### src/design/mlic_defs.svh
// Purpose: Constants of the multilevel interrupt controller.
// Assumes: Included by its bare name in the controller design file only.
// Notes:   Register indexes are word indexes; byte address is index * 4.
`ifndef MLIC_DEFS_SVH
`define MLIC_DEFS_SVH

// Register indexes.
`define MLIC_IDX_STATUS  0
`define MLIC_IDX_LASTVEC 1
`define MLIC_IDX_CTRL    2

// Control field positions.
`define MLIC_CTRL_ROTATE 7
`define MLIC_CTRL_VECSEL 6
`define MLIC_CTRL_HIGHEN 2
`define MLIC_CTRL_MEDEN  1
`define MLIC_CTRL_LOWEN  0

// Status field positions.
`define MLIC_STAT_NMI  7
`define MLIC_STAT_HIGH 2
`define MLIC_STAT_MED  1
`define MLIC_STAT_LOW  0

// Reset value and write masks.
`define MLIC_REG_RESET   8'h00
`define MLIC_CTRL_WMASK  8'h87
`define MLIC_VECSEL_MASK 8'h40

// Address constants.
`define MLIC_RESET_APP     16'h0000
`define MLIC_APP_START     16'h0000
`define MLIC_VEC_TABLE_OFS 16'h0002

`endif

### src/design/mlic_pkg.sv
// Purpose: Types shared by the interrupt controller modules.
// Assumes: Nothing beyond a SystemVerilog compiler.
// Notes:   Level codes are those carried by each request.
package mlic_pkg;

   // Two-bit request level code.
   typedef enum logic [1:0]
   {
      LVL_OFF  = 2'b00,
      LVL_LOW  = 2'b01,
      LVL_MED  = 2'b10,
      LVL_HIGH = 2'b11
   } mlic_level_e;

   // The request presented to the CPU.
   typedef struct packed
   {
      logic        valid;
      logic        nmi;
      mlic_level_e level;
      logic [7:0]  vector;
   } mlic_pick_s;

endpackage : mlic_pkg

### src/design/mlic_multilevel_irq_ctrl.sv
// Purpose: Priority and level control of a three-level interrupt controller.
// Assumes: Requests and CPU strobes are synchronous to ref_clk.
// Notes:   Registers sit behind a classic Wishbone slave, 32-bit data.
//
// The Wishbone slave port was chosen for this implementation.
`timescale 1ns/1ps
`include "mlic_defs.svh"

// Summary of operation
// - Pick by level first, then priority.
// - Only low level may rotate; others static.
// - Static: lowest vector wins within level.
// - Rotation: last low vector goes last.
// - Acknowledged low vector loads last-vector register while rotation is on.
// - Software reads and writes last-vector register.
// - Disabling rotation keeps last-vector register.
// - Control bit 7 enables low rotation.
// - Control bit 6 selects boot vector table.
// - Reset address from fuse; table base +2.
// - Vector select writes need unlock.
// - Control bits 2..0 enable high/medium/low.
// - Disable takes effect one cycle later.
// - Status bit 7 marks non-maskable running.
// - Status bit 2 marks high running.
// - Status bits 1,0 mark medium, low running.
// - Level code: off, low, medium, high.
// - Higher level pre-empts lower running handler.
// - Nothing pre-empts a non-maskable handler.
// - Return restores previous executing state.
module mlic_multilevel_irq_ctrl
   import mlic_pkg::*;
#(
   parameter int          NUM_NMI         = 1,
   parameter int          NUM_SRC         = 8,
   parameter int          ADR_W           = 4,
   parameter logic [15:0] BOOT_RESET_ADDR = 16'h1000
)
(
   input  wire logic                      ref_clk,
   input  wire logic                      reset_n,
   input  wire logic                      wb_cyc_i,
   input  wire logic                      wb_stb_i,
   input  wire logic                      wb_we_i,
   input  wire logic [ADR_W-1:0]          wb_adr_i,
   input  wire logic [3:0]                wb_sel_i,
   input  wire logic [31:0]               wb_dat_i,
   output logic [31:0]                    wb_dat_o,
   output logic                           wb_ack_o,
   input  wire logic [NUM_NMI-1:0]        nmiReq,
   input  wire mlic_level_e [NUM_SRC-1:0] srcLevel,
   input  wire logic                      cpuAck,
   input  wire logic                      cpuReturn,
   input  wire logic                      cfgUnlock,
   input  wire logic                      bootResetFuse,
   output mlic_pick_s                     irqPick_r,
   output logic [15:0]                    irqVecAddr_r,
   output logic [15:0]                    resetAddr_r
);

   localparam int IDX_W = ADR_W - 2; // Width of the word index.

   // Registers seen by software.
   logic [7:0]  status_r;    // Executing-level flags.
   logic [7:0]  lastVec_r;   // Last acknowledged low vector.
   logic [7:0]  ctrl_r;      // Level enables and scheme control.
   logic [7:0]  status_nxt;  // Next executing-level flags.
   logic [7:0]  lastVec_nxt; // Next last-vector value.
   logic [7:0]  ctrl_nxt;    // Next control value.

   // Bus decode.
   logic [IDX_W-1:0] regIdx;    // Word index of the access.
   logic             reqHit;    // New bus request this cycle.
   logic             wrByte;    // Write touching the low byte lane.
   logic             hitStatus; // Access to the status register.
   logic             hitLast;   // Access to the last-vector register.
   logic             hitCtrl;   // Access to the control register.
   logic             wrLast;    // Software write to last-vector.
   logic             wrCtrl;    // Software write to control.
   logic [7:0]       ctrlWMask; // Control bits that this write may change.
   logic [31:0]      rdData;    // Read data before the output register.

   // Arbitration.
   logic [NUM_SRC-1:0] highReq;   // Enabled high-level requests.
   logic [NUM_SRC-1:0] medReq;    // Enabled medium-level requests.
   logic [NUM_SRC-1:0] lowReq;    // Enabled low-level requests.
   logic               nmiAny;    // Any non-maskable request.
   logic               highAny;   // Any high request.
   logic               medAny;    // Any medium request.
   logic               lowAny;    // Any low request.
   logic [7:0]         nmiVec;    // Winning non-maskable vector.
   logic [7:0]         highVec;   // Winning high vector.
   logic [7:0]         medVec;    // Winning medium vector.
   logic [7:0]         lowVec;    // Winning low vector.
   logic               nmiOk;     // A non-maskable request may start.
   logic               highOk;    // A high request may start.
   logic               medOk;     // A medium request may start.
   logic               lowOk;     // A low request may start.
   mlic_pick_s         pickNxt;   // Winner of this cycle.
   mlic_pick_s         pickLoad;  // Value loaded into the presented pick.
   logic               ackTaken;  // CPU acknowledged a valid pick.
   logic [7:0]         ackSet;    // Status bit set by the acknowledge.
   logic [7:0]         retClr;    // Status bit cleared by the return.
   logic [15:0]        vecBase;   // Start of the vector table.
   logic [15:0]        reset_nxt; // Reset address from the fuse.

   // Status bit for a presented pick.
   function automatic logic [7:0] levelBit(input mlic_pick_s p);
      logic [7:0] b;
      b = 8'h00;
      if (p.nmi)
         b[`MLIC_STAT_NMI] = 1'b1;
      else if (p.level == LVL_HIGH)
         b[`MLIC_STAT_HIGH] = 1'b1;
      else if (p.level == LVL_MED)
         b[`MLIC_STAT_MED] = 1'b1;
      else if (p.level == LVL_LOW)
         b[`MLIC_STAT_LOW] = 1'b1;
      return b;
   endfunction : levelBit

   // Highest running flag, the one a return belongs to.
   function automatic logic [7:0] topBit(input logic [7:0] s);
      logic [7:0] b;
      b = 8'h00;
      if (s[`MLIC_STAT_NMI])
         b[`MLIC_STAT_NMI] = 1'b1;
      else if (s[`MLIC_STAT_HIGH])
         b[`MLIC_STAT_HIGH] = 1'b1;
      else if (s[`MLIC_STAT_MED])
         b[`MLIC_STAT_MED] = 1'b1;
      else if (s[`MLIC_STAT_LOW])
         b[`MLIC_STAT_LOW] = 1'b1;
      return b;
   endfunction : topBit

   // Bus decode: one request per ack, answered one cycle later.
   assign regIdx    = wb_adr_i[ADR_W-1:2];
   assign reqHit    = wb_cyc_i && wb_stb_i && !wb_ack_o;
   assign wrByte    = reqHit && wb_we_i && wb_sel_i[0];
   assign hitStatus = regIdx == IDX_W'(`MLIC_IDX_STATUS);
   assign hitLast   = regIdx == IDX_W'(`MLIC_IDX_LASTVEC);
   assign hitCtrl   = regIdx == IDX_W'(`MLIC_IDX_CTRL);
   assign wrLast    = wrByte && hitLast;
   assign wrCtrl    = wrByte && hitCtrl;

   // Vector select only moves while the protection unlock is open.
   assign ctrlWMask = `MLIC_CTRL_WMASK | (cfgUnlock ? `MLIC_VECSEL_MASK : `MLIC_REG_RESET);
   // Reserved control bits never store, so they read back as zero.
   assign ctrl_nxt  = wrCtrl ? ((ctrl_r & ~ctrlWMask) | (wb_dat_i[7:0] & ctrlWMask)) : ctrl_r;

   // Unmapped words read as zero; status writes are ignored.
   assign rdData = hitStatus ? {24'h000000, status_r}
                 : hitLast   ? {24'h000000, lastVec_r}
                 : hitCtrl   ? {24'h000000, ctrl_r}
                 : 32'h00000000;

   // Sort requests by level code; a cleared enable hides its level.
   for (genvar g = 0; g < NUM_SRC; g++)
   begin : g_lvl
      assign highReq[g] = ctrl_r[`MLIC_CTRL_HIGHEN] && (srcLevel[g] == LVL_HIGH);
      assign medReq[g]  = ctrl_r[`MLIC_CTRL_MEDEN] && (srcLevel[g] == LVL_MED);
      assign lowReq[g]  = ctrl_r[`MLIC_CTRL_LOWEN] && (srcLevel[g] == LVL_LOW);
   end

   // Non-maskable class: always static order.
   mlic_pick_arb #(.N(NUM_NMI), .VEC_BASE(0)) u_arb_nmi
   (
      .req     (nmiReq),
      .rotate  (1'b0),
      .lastVec (lastVec_r),
      .anyReq  (nmiAny),
      .winVec  (nmiVec)
   );

   // High level: always static order.
   mlic_pick_arb #(.N(NUM_SRC), .VEC_BASE(NUM_NMI)) u_arb_high
   (
      .req     (highReq),
      .rotate  (1'b0),
      .lastVec (lastVec_r),
      .anyReq  (highAny),
      .winVec  (highVec)
   );

   // Medium level: always static order.
   mlic_pick_arb #(.N(NUM_SRC), .VEC_BASE(NUM_NMI)) u_arb_med
   (
      .req     (medReq),
      .rotate  (1'b0),
      .lastVec (lastVec_r),
      .anyReq  (medAny),
      .winVec  (medVec)
   );

   // Low level: rotation chosen by control bit 7.
   mlic_pick_arb #(.N(NUM_SRC), .VEC_BASE(NUM_NMI)) u_arb_low
   (
      .req     (lowReq),
      .rotate  (ctrl_r[`MLIC_CTRL_ROTATE]),
      .lastVec (lastVec_r),
      .anyReq  (lowAny),
      .winVec  (lowVec)
   );

   // A class may start only above every running level.
   assign nmiOk  = !status_r[`MLIC_STAT_NMI];
   assign highOk = nmiOk && !status_r[`MLIC_STAT_HIGH];
   assign medOk  = highOk && !status_r[`MLIC_STAT_MED];
   assign lowOk  = medOk && !status_r[`MLIC_STAT_LOW];

   // Level decides first, the class arbiter second.
   always_comb
   begin
      pickNxt = '0;
      if (nmiOk && nmiAny)
      begin
         pickNxt = '{valid: 1'b1, nmi: 1'b1, level: LVL_HIGH, vector: nmiVec};
      end
      else if (highOk && highAny)
      begin
         pickNxt = '{valid: 1'b1, nmi: 1'b0, level: LVL_HIGH, vector: highVec};
      end
      else if (medOk && medAny)
      begin
         pickNxt = '{valid: 1'b1, nmi: 1'b0, level: LVL_MED, vector: medVec};
      end
      else if (lowOk && lowAny)
      begin
         pickNxt = '{valid: 1'b1, nmi: 1'b0, level: LVL_LOW, vector: lowVec};
      end
   end

   // An acknowledge blanks the pick for a cycle, so the stale winner
   // cannot be taken twice before the new running state is seen.
   assign ackTaken = cpuAck && irqPick_r.valid;
   assign pickLoad = ackTaken ? '0 : pickNxt;

   // Return drops the top flag; an acknowledge in the same cycle still sets.
   assign ackSet    = ackTaken ? levelBit(irqPick_r) : `MLIC_REG_RESET;
   assign retClr    = cpuReturn ? topBit(status_r) : `MLIC_REG_RESET;
   assign status_nxt = (status_r & ~retClr) | ackSet;

   // A hardware load wins over a software write in the same cycle.
   // Nothing clears the register when rotation is switched off.
   assign lastVec_nxt = (ackTaken && !irqPick_r.nmi && (irqPick_r.level == LVL_LOW)
                         && ctrl_r[`MLIC_CTRL_ROTATE]) ? irqPick_r.vector
                      : wrLast ? wb_dat_i[7:0]
                      : lastVec_r;

   // Table base and reset address.
   assign vecBase  = ctrl_r[`MLIC_CTRL_VECSEL] ? (BOOT_RESET_ADDR + `MLIC_VEC_TABLE_OFS)
                                               : (`MLIC_APP_START + `MLIC_VEC_TABLE_OFS);
   assign reset_nxt = bootResetFuse ? `MLIC_RESET_APP : BOOT_RESET_ADDR;

   // Software-visible registers.
   always_ff @(posedge ref_clk)
   begin
      if (!reset_n)
      begin
         status_r  <= `MLIC_REG_RESET;
         lastVec_r <= `MLIC_REG_RESET;
         ctrl_r    <= `MLIC_REG_RESET;
      end
      else
      begin
         status_r  <= status_nxt;
         lastVec_r <= lastVec_nxt;
         ctrl_r    <= ctrl_nxt;
      end
   end

   // Bus answer.
   always_ff @(posedge ref_clk)
   begin
      if (!reset_n)
      begin
         wb_ack_o <= 1'b0;
         wb_dat_o <= 32'h00000000;
      end
      else
      begin
         wb_ack_o <= reqHit;
         wb_dat_o <= reqHit ? rdData : wb_dat_o;
      end
   end

   // Presented request and addresses toward the CPU.
   always_ff @(posedge ref_clk)
   begin
      if (!reset_n)
      begin
         irqPick_r    <= '0;
         irqVecAddr_r <= 16'h0000;
         resetAddr_r  <= 16'h0000;
      end
      else
      begin
         irqPick_r    <= pickLoad;
         irqVecAddr_r <= vecBase + 16'({pickLoad.vector, 1'b0});
         resetAddr_r  <= reset_nxt;
      end
   end
endmodule : mlic_multilevel_irq_ctrl

### src/design/mlic_pick_arb.sv
// Purpose: Picks one vector among pending requests of one class.
// Assumes: Request bit i has vector VEC_BASE + i.
// Notes:   Purely combinational; the caller registers the result.
`timescale 1ns/1ps
module mlic_pick_arb
   import mlic_pkg::*;
#(
   parameter int N        = 8,
   parameter int VEC_BASE = 1
)
(
   input  wire logic [N-1:0] req,
   input  wire logic         rotate,
   input  wire logic [7:0]   lastVec,
   output logic              anyReq,
   output logic [7:0]        winVec
);

   // Index of the lowest set bit, so the lowest vector wins.
   function automatic logic [7:0] lowestIdx(input logic [N-1:0] r);
      logic [7:0] idx;
      idx = 8'h00;
      for (int i = N - 1; i >= 0; i--)
      begin
         if (r[i])
            idx = 8'(i);
      end
      return idx;
   endfunction : lowestIdx

   logic [N-1:0] servedMask; // Vectors at or below the last served one.
   logic [N-1:0] aheadReq;   // Requests that come after the last served.
   logic         useAhead;   // Some request lies past the pointer.
   logic [7:0]   winIdx;     // Winning request index.

   // Under rotation, vectors up to the last served one drop behind the rest.
   for (genvar g = 0; g < N; g++)
   begin : g_mask
      assign servedMask[g] = rotate && ((VEC_BASE + g) <= int'(lastVec));
   end

   assign aheadReq = req & ~servedMask;
   assign useAhead = |aheadReq;
   // Without rotation the mask is empty and the lowest vector wins.
   assign winIdx   = useAhead ? lowestIdx(aheadReq) : lowestIdx(req);
   assign anyReq   = |req;
   assign winVec   = winIdx + 8'(VEC_BASE);

endmodule : mlic_pick_arb

### config.mk
export PLATFORM = sky130hd
export DESIGN_NAME = mlic_multilevel_irq_ctrl
export DESIGN_NICKNAME = d
export VERILOG_FILES = /design/src/design/mlic_pkg.sv /design/src/design/mlic_multilevel_irq_ctrl.sv /design/src/design/mlic_pick_arb.sv
export VERILOG_INCLUDE_DIRS = /design/src /design/src/design
export SDC_FILE = /design/constraint.sdc
export NUM_CORES = 1
export LEC_CHECK = 0
export ABC_AREA = 1
export BUFFER_PORTS_ARGS = -buffer_cell sky130_fd_sc_hd__buf_2
export CORE_AREA = 2 2 90 71
export CTS_BUF_LIST = sky130_fd_sc_hd__clkbuf_2
export CTS_CLUSTER_SIZE = 10
export DETAILED_ROUTE_END_ITERATION = 8
export DIE_AREA = 0 0 92 73
export PLACE_DENSITY = 0.87
export SKIP_LAST_GASP = 1
export SYNTH_ARGS = -nofsm -noshare
export SYNTH_HDL_FRONTEND = slang
export SYNTH_SLANG_ARGS = --single-unit
### constraint.sdc
create_clock -name ref_clk -period 3.78 [get_ports ref_clk]
set_input_delay 0.567 -clock ref_clk [delete_from_list [all_inputs] [get_ports ref_clk]]
set_output_delay 0.567 -clock ref_clk [all_outputs]
set_load 0.03 [all_outputs]
==> results.toml <==
[yosys]
synth_edf_count = 0
synth_most_common_cell = "nand2_1"
ys.flop_type = "dfxtp_1"
synth_cells = 453
ys_ff_latch = 41
synth_top_cell_by_area = "dfxtp_1"
yosysSeqAreaShare = 0.279
async_flop_share = 0
synth_top_area_frac = 0.279
synthTopCellsByArea = "dfxtp_1, nand2_1, buf_4, nand3_1, inv_1"
ys_types = 35
synth_area_sq_mm = 0.00294
ys_warn_count = 0
synth_area_per_cell_sq_um = 6.49
yosys-top-cells-count = "nand2_1, buf_4, inv_1, nor2_1, dfxtp_1"

[global_routing]
grt_pass1_vias = 2508
grt_pass1_wl_um = 10800
antenna_found_initial = 0
gr-usage-all-layers = 0.200
grt.overflow.total = 0
grt_max_degree = 24

[detailed_routing]
viasPerCell = 4.80
num_vias = 2858
wl_per_cell_um = 11.5
routed_wl_um = 6850
drcViolationCount = 0
ant_nets = 0
drt_first_pass_iters = 5
drt-initial-drc-count = 236

[floorplanning]
die_area_sq_mm = 0.00672
rows = 25
core-area_sq_mm = 0.00594
die_h_um = 73
ios = 143
start_util = 0.494
die_w_um = 92

[cts]
cts_setup_buffers = 0
clk_pin_slew_ps = 200
ctsLongestPathBuffers = 2
insertion_delay_ps = 400
cts_sinks = 41
cts_buffers = 5
ctsResizeCount = 0
cts_root_buffer = "clkbuf_2"
cts_tree = "yes"
hold_buffers = 0
htreeDepth = 2

[pwr]
ir_drop_uv = 248
power_density_mw_per_mm2 = 279
p_leak_nw = 1.73

[sta]
setup_viol = 0
hold_viol = 0
fin_tns_setup_ps = 0
rsz0062_at_grt = "no"
relSlewSlack = 0.476
worstMarginPinSlew_ps = 785
slew_violations = 0
finalCriticalPeriod_ps = 2590
skew_ps = 9.96
period_share = 0.686
fmax_ghz = 0.386
fin_hold_ws_ps = 287

[final_layout]
stdcell_count = 596
postLayoutCoreUtil = 0.536
diodes = 0
layout-drive-gt1-share = 0.204
nets = 584
final_area_sq_mm = 0.00318
synthToLayoutAreaGrowth_pct = 8.35

[worst_setup_path]
crit_path_max_fanout = 6
critPathArrivalTime_ps = 2930
r2r_end = "irqVecAddr_r[5]"
worstRegToRegCells = 19
reg2reg_slack_ps = 1190
reg2reg_from = "ctrl_r[0]"
crit_path_start_kind = "register"
cp-end-kind = "register"
worstPathRequired_ps = 4120
path_class = "register to register"

[hold_path]
hold_depth = 2
hold_class = "primary input to register"
whs_endpoint = "resetAddr_r[12]"
hold_path_startpoint = "bootResetFuse"

[outcome]
outcome = "finished, final reports clean"

[job]
maxCapViolations = 0

[placement]
dpl_cell_area_sq_mm = 0.00312
io_buffers = 60
place_inst = 588
gp_congestion = 0.946
hpwl_um = 5590
critical path, stage by stage, from the launching register on:
cell,delay (ps)
dfxtp_1,520
inv_2,130
nor2_2,100
nand2_1,130
clkinv_1,90
nand3_1,90
nand2_1,80
nand2_1,50
nand2_1,50
nand2_1,40
nand2_1,100
nand2_1,80
ha_1,280
nand2_1,50
nand3_1,80
nand3_1,130
inv_1,90
ha_1,160
nand3_1,110
nor3_2,170
registers in the layout (all words and copies together) (netlist names), named ones only:
signal / cells
ctrl_r: 4
irqPick_r: 8
irqVecAddr_r: 6
lastVec_r: 8
resetAddr_r: 1
status_r: 4
wb_ack_o: 1
wb_dat_o: 8
metal layers:
layer | track usage | up-vias | routed length, um
met2 | 0.345 | 104 | 3270
li1 | - | 1456 | -
met4 | 0.0415 | 0 | 54
met3 | 0.0424 | 10 | 482
met5 | 0 | - | 0
met1 | 0.262 | 1288 | 3040
layout make-up:
type	instances	area, sq um
inverter	55	206
clock inverter	3	41.3
clock buffer	5	25.0
tap	81	101
fill	596	2760
multi-input combinational	350	1680
timing repair buffer	61	308
sequential	41	821
per-stage QoR:
| step | total power, W | setup slack (ps) |
|---|---|---|
| 2_1_floorplan | 0.000637 | 1530 |
| 3_3_place_gp | 0.000639 | 1180 |
| 3_5_place_dp | 0.000641 | 1130 |
| 4_1_cts | 0.000892 | 1190 |
| 5_1_grt | 0.000931 | 869 |
| 6_report | 0.000890 | 1190 |
worst max path at each step:
stage	from	to	slack, ps	cells past startpoint
2_1_floorplan	srcLevel[5]	irqVecAddr_r[3]	1530	17
3_3_place_gp	srcLevel[9]	irqVecAddr_r[3]	1180	18
5_1_grt	ctrl_r[0]	irqVecAddr_r[5]	870	19
6_report	ctrl_r[0]	irqVecAddr_r[5]	1190	19
4_1_cts	ctrl_r[0]	irqVecAddr_r[5]	1190	21
3_5_place_dp	srcLevel[9]	irqVecAddr_r[5]	1130	17
power breakdown:
group | switching (W) | total (W) | internal, W | leakage, nW
Combinational | 0.000147 | 0.000185 | 0.0000377 | 1.36
Clock | 0.000145 | 0.000254 | 0.000109 | 0.0366
Sequential | 0.00000717 | 0.000451 | 0.000444 | 0.333
Total | 0.000299 | 0.000890 | 0.000591 | 1.73
layout by cell type (no fill, tap or decap):
master / synthesis / routed
conb_1: 1 / 53
nand3_1: 36 / 36
o21bai_1: 1 / 1
nor2_4: 6 / 6
buf_4: 54 / 1
a211oi_1: 2 / 2
nor2_1: 48 / 48
inv_2: 5 / 5
a21oi_2: 2 / 2
nor2_2: 6 / 6
a21boi_0: 2 / 2
a41oi_1: 2 / 2
nor3_2: 2 / 2
nand2_2: 10 / 10
clkinv_1: 2 / 3
nand3_2: 4 / 4
nand4_2: 1 / 1
clkbuf_2: 0 / 5
buf_2: 1 / 60
o21ai_1: 2 / 2
nand2_1: 109 / 109
a21oi_4: 1 / 1
or2_0: 1 / 1
xnor2_1: 2 / 2
a21oi_1: 24 / 24
o221ai_1: 2 / 2
bufinv_16: 0 / 1
inv_1: 48 / 48
ha_1: 4 / 4
clkinvlp_4: 0 / 1
o21ai_0: 21 / 21
nand4_1: 2 / 2
nor3_1: 2 / 2
a221oi_1: 1 / 1
a31oi_1: 4 / 4
dfxtp_1: 41 / 41
kinds of logic (layout without fill, tap and decap cells):
family,after synthesis,count (layout),synth area share
compound gates,64,64,0.128
xor+xnor,2,2,0.00596
fa+ha+maj,4,4,0.0170
buf+inv,114,124,0.215
flops,41,41,0.279
other cells,1,53,0.00128
simple gates,227,227,0.353
Power figures use the tool's default switching activity.
